$ cat src/verilog/cpc_consts.svh
// channel power control: offsets, field positions, reset values, timing
// assumes inclusion by the package and the design module only
`ifndef CPC_CONSTS_SVH
`define CPC_CONSTS_SVH

// ------------------------------------------------
// register offsets
// ------------------------------------------------
`define CPC_ADDR_CHANNEL_ENABLE 8'h76
`define CPC_ADDR_DYNAMIC_POWER_CONFIG 8'h77
`define CPC_ADDR_POWER_CONFIG 8'h78
`define CPC_ADDR_CHANNEL_POWER_STATUS 8'h79

// ------------------------------------------------
// reset values and write masks
// ------------------------------------------------
`define CPC_RESET_CHANNEL_ENABLE 8'hcc
`define CPC_RESET_DYNAMIC_POWER_CONFIG 8'h00
`define CPC_RESET_POWER_CONFIG 8'h00
`define CPC_MASK_DYNAMIC_POWER_CONFIG 8'hf8
`define CPC_MASK_POWER_CONFIG 8'hee

// ------------------------------------------------
// field positions
// ------------------------------------------------
`define CPC_BIT_RECORD_DYN_EN 7
`define CPC_BIT_RECORD_RANGE 6
`define CPC_BIT_PLAYBACK_DYN_EN 5
`define CPC_BIT_PLAYBACK_RANGE 4
`define CPC_BIT_SPLIT_CLOCKS 3
`define CPC_BIT_RECORD_ON 7
`define CPC_BIT_PLAYBACK_ON 6
`define CPC_BIT_MIC_BIAS_ON 5
`define CPC_BIT_US_DETECT 3
`define CPC_BIT_VOICE_DETECT 2
`define CPC_BIT_US_ALT 1

// ------------------------------------------------
// timing: channel settle time and its cycle count at 250 MHz
// ------------------------------------------------
`define CPC_SETTLE_NS 100
`define CPC_CLOCK_MHZ 250
`define CPC_SETTLE_CYCLES ((`CPC_SETTLE_NS * `CPC_CLOCK_MHZ + 999) / 1000)

`endif

$ cat src/verilog/cpc_pkg.sv
// channel power control: shared types
// assumes the constants header is present on the include path
package cpc_pkg;
  `include "cpc_consts.svh"

  typedef enum logic [3:0] {
    CPC_OFF = 4'h1,
    CPC_RISING = 4'h2,
    CPC_ON = 4'h4,
    CPC_FALLING = 4'h8
  } cpc_chan_state_t;

  typedef struct packed {
    logic write;
    logic read;
    logic [7:0] addr;
    logic [7:0] data;
  } cpc_reg_req_t;

  typedef struct packed {
    logic [3:0] ctrl_enable;
    logic [3:0] ctrl_dynamic;
    logic [3:0] ctrl_range;
  } cpc_unused_t;

  typedef struct packed {
    logic [7:0] channel_enable;
    logic [7:0] dynamic_power_config;
    logic [7:0] power_config;
    logic [7:0] read_data;
    logic read_valid;
    logic [7:0] powered;
    logic [7:0] target;
    logic [7:0][4:0] timer;
    logic mic_bias_power_on;
    logic [2:0] detect_run;
    logic split_clocks;
  } cpc_state_t;
endpackage

$ cat src/verilog/cpc_channel_power_control.sv
// channel power control: power switches, dynamic mode, channel power status
// assumes a register request port driven by the control-interface decoder on clock_i
`timescale 1ns/1ps

// Behaviour
// - record dynamic off: no switching while recording
// - playback dynamic off: no switching while playing
// - record range picks channels 1-2 or 1-4
// - playback range picks channels 1-2 or 1-4
// - split-clocks bit selects shared or separate clocks
// - record power bit gates enabled input channels
// - playback power bit gates enabled output channels
// - mic bias follows its power bit, reset off
// - ultrasound detect runs only when enabled
// - voice detect runs only when enabled
// - alternate ultrasound runs only when enabled
// - upper status bits show input channel power
// - lower status bits show output channel power
// - per-channel enable gates power-up eligibility of input and output channels
module cpc_channel_power_control
  import cpc_pkg::*;
#(
  parameter logic [4:0] SETTLE_CYCLES = 5'(`CPC_SETTLE_CYCLES)
)
(
  // clock and reset
  input wire logic clock_i,
  input wire logic rst_b_i,
  // register access
  input wire cpc_reg_req_t req_i,
  output logic [7:0] read_data_o,
  output logic read_valid_o,
  // power and algorithm controls
  output logic [7:0] channel_power_o,
  output logic mic_bias_power_on_o,
  output logic ultrasound_detect_o,
  output logic voice_detect_o,
  output logic ultrasound_alt_o,
  output logic dynamic_power_split_clocks_o
);

  cpc_state_t r;
  cpc_state_t next_r;
  logic [1:0] rst_sync;
  logic rst_b;

  assign rst_b = rst_sync[1];

  // ------------------------------------------------
  // reset release
  // ------------------------------------------------
  always_ff @(posedge clock_i or negedge rst_b_i)
  begin
    if (!rst_b_i)
    begin
      rst_sync <= 2'h0;
    end
    else
    begin
      rst_sync <= {rst_sync[0], 1'b1};
    end
  end

  // ------------------------------------------------
  // next state
  // ------------------------------------------------
  always_comb
  begin
    logic record_active;
    logic playback_active;
    logic [7:0] want;
    logic [7:0] managed;
    next_r = r;
    want = 8'h00;
    managed = 8'h00;
    record_active = |r.powered[7:4];
    playback_active = |r.powered[3:0];
    next_r.read_valid = 1'b0;

    // ------------------------------------------------
    // register writes
    // ------------------------------------------------
    if (req_i.write)
    begin
      case (req_i.addr)
        `CPC_ADDR_CHANNEL_ENABLE: next_r.channel_enable = req_i.data;
        `CPC_ADDR_DYNAMIC_POWER_CONFIG: next_r.dynamic_power_config = req_i.data & `CPC_MASK_DYNAMIC_POWER_CONFIG;
        `CPC_ADDR_POWER_CONFIG: next_r.power_config = req_i.data & `CPC_MASK_POWER_CONFIG;
        default: next_r.power_config = r.power_config;
      endcase
    end

    // ------------------------------------------------
    // register reads
    // ------------------------------------------------
    if (req_i.read)
    begin
      next_r.read_valid = 1'b1;
      case (req_i.addr)
        `CPC_ADDR_CHANNEL_ENABLE: next_r.read_data = r.channel_enable;
        `CPC_ADDR_DYNAMIC_POWER_CONFIG: next_r.read_data = r.dynamic_power_config;
        `CPC_ADDR_POWER_CONFIG: next_r.read_data = r.power_config;
        `CPC_ADDR_CHANNEL_POWER_STATUS: next_r.read_data = r.powered;
        default: next_r.read_data = 8'h00;
      endcase
    end

    // ------------------------------------------------
    // requested channel state
    // ------------------------------------------------
    want[7:4] = r.power_config[`CPC_BIT_RECORD_ON] ? r.channel_enable[7:4] : 4'h0;
    want[3:0] = r.power_config[`CPC_BIT_PLAYBACK_ON] ? r.channel_enable[3:0] : 4'h0;
    // channels that may change individually while the path runs
    managed[7:4] = r.dynamic_power_config[`CPC_BIT_RECORD_RANGE] ? 4'hf : 4'hc;
    managed[3:0] = r.dynamic_power_config[`CPC_BIT_PLAYBACK_RANGE] ? 4'hf : 4'hc;
    if (!r.dynamic_power_config[`CPC_BIT_RECORD_DYN_EN])
    begin
      managed[7:4] = 4'h0;
    end
    if (!r.dynamic_power_config[`CPC_BIT_PLAYBACK_DYN_EN])
    begin
      managed[3:0] = 4'h0;
    end
    // path off always powers all down; otherwise hold unmanaged channels while active
    if (r.power_config[`CPC_BIT_RECORD_ON] && record_active)
    begin
      next_r.target[7:4] = (want[7:4] & managed[7:4]) | (r.target[7:4] & ~managed[7:4]);
    end
    else
    begin
      next_r.target[7:4] = want[7:4];
    end
    if (r.power_config[`CPC_BIT_PLAYBACK_ON] && playback_active)
    begin
      next_r.target[3:0] = (want[3:0] & managed[3:0]) | (r.target[3:0] & ~managed[3:0]);
    end
    else
    begin
      next_r.target[3:0] = want[3:0];
    end

    // ------------------------------------------------
    // per-channel settle timers; status follows completion
    // ------------------------------------------------
    for (int i = 0; i < 8; i++)
    begin
      if (r.target[i] == r.powered[i])
      begin
        next_r.timer[i] = 4'h0;
      end
      else if (r.timer[i] + 5'h1 >= SETTLE_CYCLES)
      begin
        next_r.timer[i] = 4'h0;
        next_r.powered[i] = r.target[i];
      end
      else
      begin
        next_r.timer[i] = r.timer[i] + 5'h1;
      end
    end

    // ------------------------------------------------
    // bias and algorithm controls
    // ------------------------------------------------
    next_r.mic_bias_power_on = r.power_config[`CPC_BIT_MIC_BIAS_ON];
    next_r.detect_run[2] = r.power_config[`CPC_BIT_US_DETECT];
    next_r.detect_run[1] = r.power_config[`CPC_BIT_VOICE_DETECT];
    next_r.detect_run[0] = r.power_config[`CPC_BIT_US_ALT];
    next_r.split_clocks = r.dynamic_power_config[`CPC_BIT_SPLIT_CLOCKS];
  end

  // ------------------------------------------------
  // state registers
  // ------------------------------------------------
  always_ff @(posedge clock_i or negedge rst_b)
  begin
    if (!rst_b)
    begin
      r.channel_enable <= `CPC_RESET_CHANNEL_ENABLE;
      r.dynamic_power_config <= `CPC_RESET_DYNAMIC_POWER_CONFIG;
      r.power_config <= `CPC_RESET_POWER_CONFIG;
      r.read_data <= 8'h00;
      r.read_valid <= 1'b0;
      r.powered <= 8'h00;
      r.target <= 8'h00;
      r.timer <= '0;
      r.mic_bias_power_on <= 1'b0;
      r.detect_run <= 3'h0;
      r.split_clocks <= 1'b0;
    end
    else
    begin
      r.channel_enable <= next_r.channel_enable;
      r.dynamic_power_config <= next_r.dynamic_power_config;
      r.power_config <= next_r.power_config;
      r.read_data <= next_r.read_data;
      r.read_valid <= next_r.read_valid;
      r.powered <= next_r.powered;
      r.target <= next_r.target;
      r.timer <= next_r.timer;
      r.mic_bias_power_on <= next_r.mic_bias_power_on;
      r.detect_run <= next_r.detect_run;
      r.split_clocks <= next_r.split_clocks;
    end
  end

  // ------------------------------------------------
  // outputs
  // ------------------------------------------------
  assign read_data_o = r.read_data;
  assign read_valid_o = r.read_valid;
  assign channel_power_o = r.powered;
  assign mic_bias_power_on_o = r.mic_bias_power_on;
  assign ultrasound_detect_o = r.detect_run[2];
  assign voice_detect_o = r.detect_run[1];
  assign ultrasound_alt_o = r.detect_run[0];
  assign dynamic_power_split_clocks_o = r.split_clocks;

endmodule

$ cat config.mk
export PLATFORM = sky130hd
export DESIGN_NAME = cpc_channel_power_control
export DESIGN_NICKNAME = d
export VERILOG_FILES = /design/src/verilog/cpc_pkg.sv /design/src/verilog/cpc_channel_power_control.sv
export VERILOG_INCLUDE_DIRS = /design/src /design/src/verilog
export SDC_FILE = /design/constraint.sdc
export NUM_CORES = 1
export LEC_CHECK = 0
export ABC_AREA = 1
export ABC_CLOCK_PERIOD_IN_PS = 5000
export BUFFER_PORTS_ARGS = -buffer_cell sky130_fd_sc_hd__buf_2
export CAP_MARGIN = 20
export CORE_MARGIN = 2
export CORE_UTILIZATION = 35
export CTS_CLUSTER_SIZE = 30
export DETAILED_ROUTE_END_ITERATION = 12
export GPL_ROUTABILITY_DRIVEN = 0
export SLEW_MARGIN = 20
export SYNTH_ARGS = -nofsm -noshare
export SYNTH_HDL_FRONTEND = slang
export SYNTH_SLANG_ARGS = --single-unit
export TNS_END_PERCENT = 30
$ cat constraint.sdc
create_clock -name clock_i -period 5 [get_ports clock_i]
set_clock_uncertainty 0.2 [all_clocks]
set_input_delay 0.75 -clock clock_i [delete_from_list [all_inputs] [get_ports clock_i]]
set_output_delay 0.75 -clock clock_i [all_outputs]
set_load 0.02 [all_outputs]
==> results.yml, run 1 <==
finish:
  final_cell_mix: "nand2_1 (137), dfrtp_1 (86), nand3_1 (51)"
  insertedDiodeCount: 0
  syn_to_final_growth_pct: 13.7
  fillers: 1294
  final_common_cell: "nand2_1"
  fin_nets: 575
  fin_cells: 716
  drive_above_1_share: 0.143
  stdcell_area_um2: 5070
critical_path:
  critPathRequiredTime_ps: 4050
  cp_cell_sequence: "buf_2"
  r2r-start: "r[20]"
  worst_path_largest_cell_delay_ps: 480
  criticalPathCategory: "flip-flop to primary output"
  start_kind: "flip-flop"
  cp_top_family: "flip-flops"
  timing.rr.end: "r[24]"
  r2r_cells: 7
  cp_max_fo: 5
  end_kind: "primary output"
  crit_slowest_cell: "dfrtp_1"
  r2r_slack_ps: 3280
  crit_buf_inv: 1
  crit_arrival_ps: 1030
global_route:
  grt_overflow: 0
  grt_max_degree: 58
  grt_pass1_vias: 3122
  grt_usage: 0.140
  antenna_found_initial: 0
  grt_first_pass_wirelength_um: 14800
placement:
  dp_hpwl_um: 6440
  dp_slack_ps: 2880
  placed_cell_area_um2: 4730
  dp_cells: 699
  port_buffers: 41
cts:
  clockBufferDepth: 2
  ctsHtreeMaxLevel: 3
  tritoncts: "built"
  clkLatencyLatePin_ps: 340
  cts_buffers: 9
  cts_setup_buffers: 0
  root_buffer: "clkbuf_16"
  cts_sinks: 91
  clk_pin_slew_ps: 70
synthesis:
  synthDistinctLibCells: 24
  syn_inst: 506
  ys_ff_latch: 91
  synth-seq-area-share: 0.512
  netlist_area_um2: 4460
  synth_top_area_frac: 0.488
  synth_top_cell_by_area: "dfrtp_1"
  syn_nets: 542
  synthTopCellsByArea: "dfrtp_1 (49%), nand2_1 (12%), nand3_1 (5.7%)"
  syn_area_per_cell_um2: 8.81
  ys_warn_count: 0
power:
  power.total_uw: 1560
  vdd_ir_drop_max_mv: 0.121
  leakagePower_uw: 0.00251
  cellPowerDensity_nw_per_um2: 307
drt:
  routedWlPerCell_um: 12.3
  num_vias: 3216
  drc: 0
  viasPerCell: 4.49
  first_pass_iters: 4
  drtIter0Drc: 169
  routed_wl_um: 8770
  drtAntennaViolNets: 0
outcome:
  run_status: "finished, final reports clean"
hold_path:
  holdCritPathClass: "flip-flop to asynchronous set/reset pin"
timing:
  slew_viol_final: 0
  fin_ws_ps: 3020
  min_period_ps: 1980
  min_period_over_period: 0.396
  max_clock_freq_ghz: 0.505
  fin_tns_setup_ps: 0
  finalSetupViolations: 0
  max_slew_margin: 0.467
  worst_pin_slew_ps: 798
  final_hold_viol_count: 0
  rsz0062_at_grt: "no"
floorplanning:
  fp-row-count: 41
  die_y_um: 117
  dieArea_um2: 13700
  fp.coreArea_um2: 12500
  io_pins: 42
  chipWidth_um: 117
  initial_utilization: 0.356
job:
  cap_violations: 0
## cell type report
| cell class | count | area (um2) | share of cell area |
|---|---|---|---|
| clock inverter | 7 | 100 | 0.0198 |
| sequential | 91 | 2290 | 0.451 |
| inverter | 45 | 169 | 0.0333 |
| tap | 172 | 215 | 0.0425 |
| timing repair buffer | 43 | 223 | 0.0440 |
| clock buffer | 9 | 225 | 0.0444 |
| multi-input combinational | 349 | 1850 | 0.365 |
## metal layers
metal,up-vias,track usage,part of all wire
li1,1645,-,-
met1,1499,0.194,0.50
met2,59,0.210,0.45
met3,13,0.0221,0.031
met4,0,0.0784,0.025
met5,-,0,0
## through the flow
step | hold WS [ps] | util
floorplan | 131 | -
global placement | 80.4 | 0.378
detailed placement | 85.1 | 0.378
CTS | 92.7 | 0.405
global route | 111 | 0.405
finish | 66.9 | 0.405
## worst reg2reg max path: cells and delay by family (launching register included)
kind                     cells  cell delay (ps)
AND/OR/NAND/NOR              5              680
flip-flops                   1              390
buffers and inverters        1               70
adder cells (fa/ha/maj)      1              310
## where the power goes
group	internal [uW]	switching [uW]	leakage, uW
sequential	751	15.7	0.00124
combinational	16.4	40.9	0.00111
clock	442	292	0.000160
total	1210	349	0.00251
## state kept, by name, indices dropped and copies added (netlist names), named ones only
name	count
rst_sync	2
ultrasound_detect_o	1
ultrasound_alt_o	1
dynamic_power_split_clocks_o	1
next_r	5
read_valid_o	1
r	54
mic_bias_power_on_o	1
voice_detect_o	1
read_data_o	8
channel_power_o	8
## worst max path at each step
stage,start,to,cells past startpoint
finish,channel_power_o[0],channel_power_o[0],1
detailed placement,req_i[15],r[85],7
floorplan,rst_sync[1],asynchronous set/reset pin,0
global route,channel_power_o[0],channel_power_o[0],1
CTS,channel_power_o[0],channel_power_o[0],1
global placement,req_i[15],r[86],7
## Yosys cell counts
library cell and count:
nand2_1 137, clkbuf_2 1, nand2_2 4, xor2_1 8, o21ai_0 29, buf_2 1, nand3_1 51, conb_1 1
dfrtp_1 87, a21oi_1 2, dfstp_2 4, nor2_8 3, buf_4 16, nand2_4 2, inv_2 1, o21ai_1 12
nor3_1 8, clkbuf_1 1, inv_1 44, nor2_4 5, nor2_1 47, ha_1 16, xnor2_1 24, buf_6 2
## cell families (layout without fill, tap and decap cells)
kind of cell,Yosys count,count (layout),share of synthesized area
AO/OA/AOI/OAI,43,43,0.0483
XOR/XNOR,32,32,0.0629
adder cells (fa/ha/maj),16,16,0.0449
other,1,1,0.000841
flip-flops,91,91,0.512
AND/OR/NAND/NOR,257,257,0.258
buffers and inverters,66,104,0.0730
## repair_timing
action / CTS / global route
gates resized for setup: 0 / 0
hold endpoints to repair: 2 / 0
hold buffers: 1 / 0
Power figures use the tool's default switching activity.
==> inputs of run 2 (changes only) <==
--- a/config.mk
+++ b/config.mk
@@ -7,7 +7,7 @@
 export NUM_CORES = 1
 export LEC_CHECK = 0
 export ABC_AREA = 1
-export ABC_CLOCK_PERIOD_IN_PS = 5000
+export ABC_CLOCK_PERIOD_IN_PS = 1860
 export BUFFER_PORTS_ARGS = -buffer_cell sky130_fd_sc_hd__buf_2
 export CAP_MARGIN = 20
 export CORE_MARGIN = 2
==> constraint.sdc (replaced) <==
create_clock -name clock_i -period 1.86 [get_ports clock_i]
set_clock_uncertainty 0.2 [all_clocks]
set_input_delay 0.279 -clock clock_i [delete_from_list [all_inputs] [get_ports clock_i]]
set_output_delay 0.279 -clock clock_i [all_outputs]
set_load 0.02 [all_outputs]
==> results.yml, run 2 (synthesized netlist as in run 1, its figures left out) <==
outcome:
  run_status: "finished, final reports clean"
critical_path:
  r2r-start: "r[25]"
  start_kind: "flip-flop"
  r2r_slack_ps: 180
  timing.rr.end: "r[28]"
  criticalPathCategory: "flip-flop to flip-flop"
  r2r_cells: 7
  crit_arrival_ps: 1740
  end_kind: "flip-flop"
  cp_max_fo: 5
  critPathRequiredTime_ps: 1920
finish:
  multi_input_area_um2: 1850
  largest_reg_flops: 54
  max_flop_register: "r"
  fin_cells: 733
  final_cell_mix: "nand2_1 (137), dfrtp_1 (86), nand3_1 (51)"
  final_common_cell: "nand2_1"
  regArea_um2: 2290
  drive_above_1_share: 0.150
  fin_nets: 592
  fillers: 1275
  insertedDiodeCount: 0
  syn_to_final_growth_pct: 16.6
  stdcell_area_um2: 5200
floorplanning:
  dieArea_um2: 13700
  io_pins: 42
  fp.coreArea_um2: 12500
  die_y_um: 117
  fp-row-count: 41
  chipWidth_um: 117
  initial_utilization: 0.356
timing:
  slew_viol_final: 0
  finalSetupViolations: 0
  max_clock_freq_ghz: 0.596
  final_hold_viol_count: 0
  fin_tns_setup_ps: 0
  min_period_over_period: 0.903
  rsz0062_at_grt: "no"
  min_period_ps: 1680
drt:
  drtAntennaViolNets: 0
  num_vias: 3296
  first_pass_iters: 4
  drc: 0
  viasPerCell: 4.50
  routedWlPerCell_um: 12.2
  routed_wl_um: 8970
  drtIter0Drc: 136
cts:
  cts_setup_buffers: 0
  clk_pin_slew_ps: 60
  cts_sinks: 91
  root_buffer: "clkbuf_16"
  ctsHtreeMaxLevel: 3
  cts_buffers: 9
  tritoncts: "built"
  clkLatencyLatePin_ps: 330
  hold_buffers: 11
  clockBufferDepth: 2
  ctsResizeCount: 0
global_route:
  met2_usage: 0.227
  grt_overflow: 0
  antenna_found_initial: 0
  grt_usage: 0.145
  grt-busiest-layer: "met2"
  grt_max_degree: 52
  grt_first_pass_wirelength_um: 15500
  grt_pass1_vias: 3335
  met1_usage: 0.200
  grt_util_met3: 0.0257
power:
  intPower_uw: 3100
  cellPowerDensity_nw_per_um2: 766
  clock_power_share: 0.437
  power_switching_uw: 881
  pwr-share-seq: 0.515
  p_comb_frac: 0.048
  swShare: 0.221
  vdd_ir_drop_max_mv: 0.367
  leakagePower_uw: 0.00258
hold_path:
  holdCritPathClass: "input port to asynchronous set/reset pin"
placement:
  dp_cells: 706
  port_buffers: 41
  placed_cell_area_um2: 4800
  dp_hpwl_um: 6660
job:
  cap_violations: 0
[run 2: cell types whose count changed in the layout (fill, tap and decap cells not counted), sizes merged]
cell         before  now
clkbuf            9   13
dlygate4sd3       1   11
clkinv            3    2
buf              42   49
clkinvlp          0    1
bufinv            2    0
inv              47   45
[run 2: how the worst max path moves through the flow]
stage / cells past startpoint / endpoint / slack [ps] / start
after floorplan: 0 / asynchronous set/reset pin / 130 / rst_sync[1]
after global placement: 7 / r[19] / 250 / r[15]
after detailed placement: 7 / r[18] / 170 / r[15]
after CTS: 7 / r[28] / 170 / r[25]
after global routing: 7 / r[43] / 10 / r[40]
final: 7 / r[28] / 180 / r[25]
[run 2: metal layers]
layer / part of all wire / vias up / routed length [um]
li1: - / 1690 / -
met1: 0.49 / 1545 / 4360
met2: 0.46 / 51 / 4100
met3: 0.041 / 10 / 368
met4: 0.016 / 0 / 140
met5: 0 / - / 0
[run 2: area by class of cell]
| class | instances | area share |
|---|---|---|
| inverter | 45 | 0.0325 |
| clock inverter | 3 | 0.00409 |
| timing repair buffer | 60 | 0.0746 |
| clock buffer | 13 | 0.0520 |
| multi-input combinational | 349 | 0.356 |
| sequential | 91 | 0.440 |
| tap | 172 | 0.0414 |
[run 2: stage by stage]
| step | hold slack (ps) | util | total power, uW | setup slack (ps) |
|---|---|---|---|---|
| floorplan | -217 | - | 2180 | 130 |
| global placement | -133 | 0.383 | 2260 | 245 |
| detailed placement | -132 | 0.383 | 2260 | 174 |
| CTS | 41.8 | 0.415 | 4030 | 167 |
| global route | 65.7 | 0.415 | 4160 | 12.6 |
| finish | 49.6 | 0.415 | 3980 | 181 |
[run 2: power groups by stage]
stage               clock (uW)  combinational, uW  sequential, uW
floorplan                    0               74.5            2110
global placement             0                170            2090
detailed placement           0                173            2090
CTS                       1790                195            2050
global route              1890                218            2050
finish                    1740                191            2050
[run 2: worst max-delay path, stage by stage, from the launching register on]
cell and delay, ps:
dfrtp_1 400, inv_1 80, ha_1 310, nor3_1 190, nand2_1 70, nand3_1 120
nand2_1 130, nor2_1 110
==> inputs of run 3 (changes only) <==
--- a/config.mk
+++ b/config.mk
@@ -12,6 +12,7 @@
 export CAP_MARGIN = 20
 export CORE_MARGIN = 2
 export CORE_UTILIZATION = 35
+export CTS_BUF_LIST = sky130_fd_sc_hd__clkbuf_8
 export CTS_CLUSTER_SIZE = 30
 export DETAILED_ROUTE_END_ITERATION = 12
 export GPL_ROUTABILITY_DRIVEN = 0
==> results.yml, run 3 (synthesized netlist as in run 1, its figures left out) <==
finish:
  multi_input_area_um2: 1850
  max_flop_register: "r"
  insertedDiodeCount: 0
  final_common_cell: "nand2_1"
  drive_above_1_share: 0.150
  fillers: 1294
  regArea_um2: 2290
  largest_reg_flops: 54
  syn_to_final_growth_pct: 14.4
  final_cell_mix: "nand2_1 (137), dfrtp_1 (86), nand3_1 (51)"
  fin_cells: 733
  fin_nets: 592
floorplanning:
  dieArea_um2: 13700
  io_pins: 42
  fp.coreArea_um2: 12500
  chipWidth_um: 117
  die_y_um: 117
  initial_utilization: 0.356
  fp-row-count: 41
placement:
  dp_cells: 706
  port_buffers: 41
  dp_hpwl_um: 6660
power:
  vdd_ir_drop_max_mv: 0.382
  power.total_uw: 3500
  cellPowerDensity_nw_per_um2: 687
  leakagePower_uw: 0.00253
global_route:
  grt-busiest-layer: "met2"
  grt_pass1_vias: 3331
  met2_usage: 0.228
  met1_usage: 0.198
  grt_first_pass_wirelength_um: 15400
  grt_util_met3: 0.0257
  grt_usage: 0.144
  grt_overflow: 0
  grt_max_degree: 52
  antenna_found_initial: 0
critical_path:
  cp_max_fo: 5
  criticalPathCategory: "flip-flop to flip-flop"
  start_kind: "flip-flop"
  critPathRequiredTime_ps: 1940
  end_kind: "flip-flop"
  crit_arrival_ps: 1780
cts:
  cts_sinks: 91
  root_buffer: "clkbuf_8"
  cts_buffers: 9
  clockBufferDepth: 2
  clk_pin_slew_ps: 80
  tritoncts: "built"
  ctsHtreeMaxLevel: 3
  clkLatencyLatePin_ps: 350
  ctsResizeCount: 0
drt:
  routed_wl_um: 8900
  first_pass_iters: 4
  routedWlPerCell_um: 12.1
  viasPerCell: 4.48
  drtAntennaViolNets: 0
  drtIter0Drc: 122
  drc: 0
  num_vias: 3281
timing:
  min_period_over_period: 0.912
  min_period_ps: 1700
  slew_viol_final: 0
  rsz0062_at_grt: "no"
  final_hold_viol_count: 0
  hold_ws_ps: 24.8
  finalSetupViolations: 0
  fin_tns_setup_ps: 0
  max_clock_freq_ghz: 0.589
outcome:
  run_status: "finished, final reports clean"
hold_path:
  holdCritPathClass: "input port to asynchronous set/reset pin"
job:
  cap_violations: 0
-- run 3: layout make-up --
cell class,instances,share of cell area
Timing Repair Buffer,60,0.0761
Clock buffer,12,0.0324
Clock inverter,4,0.00491
Multi-Input combinational cell,349,0.363
Tap cell,172,0.0422
Inverter,45,0.0331
Sequential cell,91,0.448
-- run 3: per-layer routing --
metal  wire length [um]  up-vias
li1                   -     1688
met1               4380     1538
met2               4060       45
met3                315       10
met4                138        0
met5                  0        -
-- run 3: final timing paths --
kind	from	depth (start not counted)	to	slack (ps)
max in group asynchronous	rst_sync[1]	1	r[87]	470
worst max register to register	r[25]	7	r[28]	160
worst min register to register	rst_sync[1]	0	r[89]	130
min in group clock_i	rst_sync[0]	0	rst_sync[1]	160
worst max-delay path	r[25]	7	r[28]	160
worst min-delay path	rst_b_i	2	rst_sync[1]	20
-- run 3: what timing repair did --
item / in CTS / in global routing
buffers inserted: 0 / 0
hold endpoints to repair: 31 / 0
hold buffers: 11 / 0
-- run 3: worst max-delay path, stage by stage (launching register included) --
cell	delay (ps)
dfrtp_1	410
inv_1	80
ha_1	310
nor3_1	190
nand2_1	70
nand3_1	120
nand2_1	130
nor2_1	110
-- run 3: stage by stage --
step / worst slack, ps / utilization / area [um2]
global placement: 245 / 0.383 / 4800
detailed placement: 174 / 0.383 / 4800
CTS: 162 / 0.407 / 5100
global route: 0.172 / 0.407 / 5100
finish: 163 / 0.407 / 5100
floorplan: 130 / - / 4460
-- run 3: power by group --
part / internal (uW) / total, uW / switching, uW
logic: 66.4 / 190 / 124
clock network: 591 / 1260 / 673
registers: 2020 / 2050 / 30.9
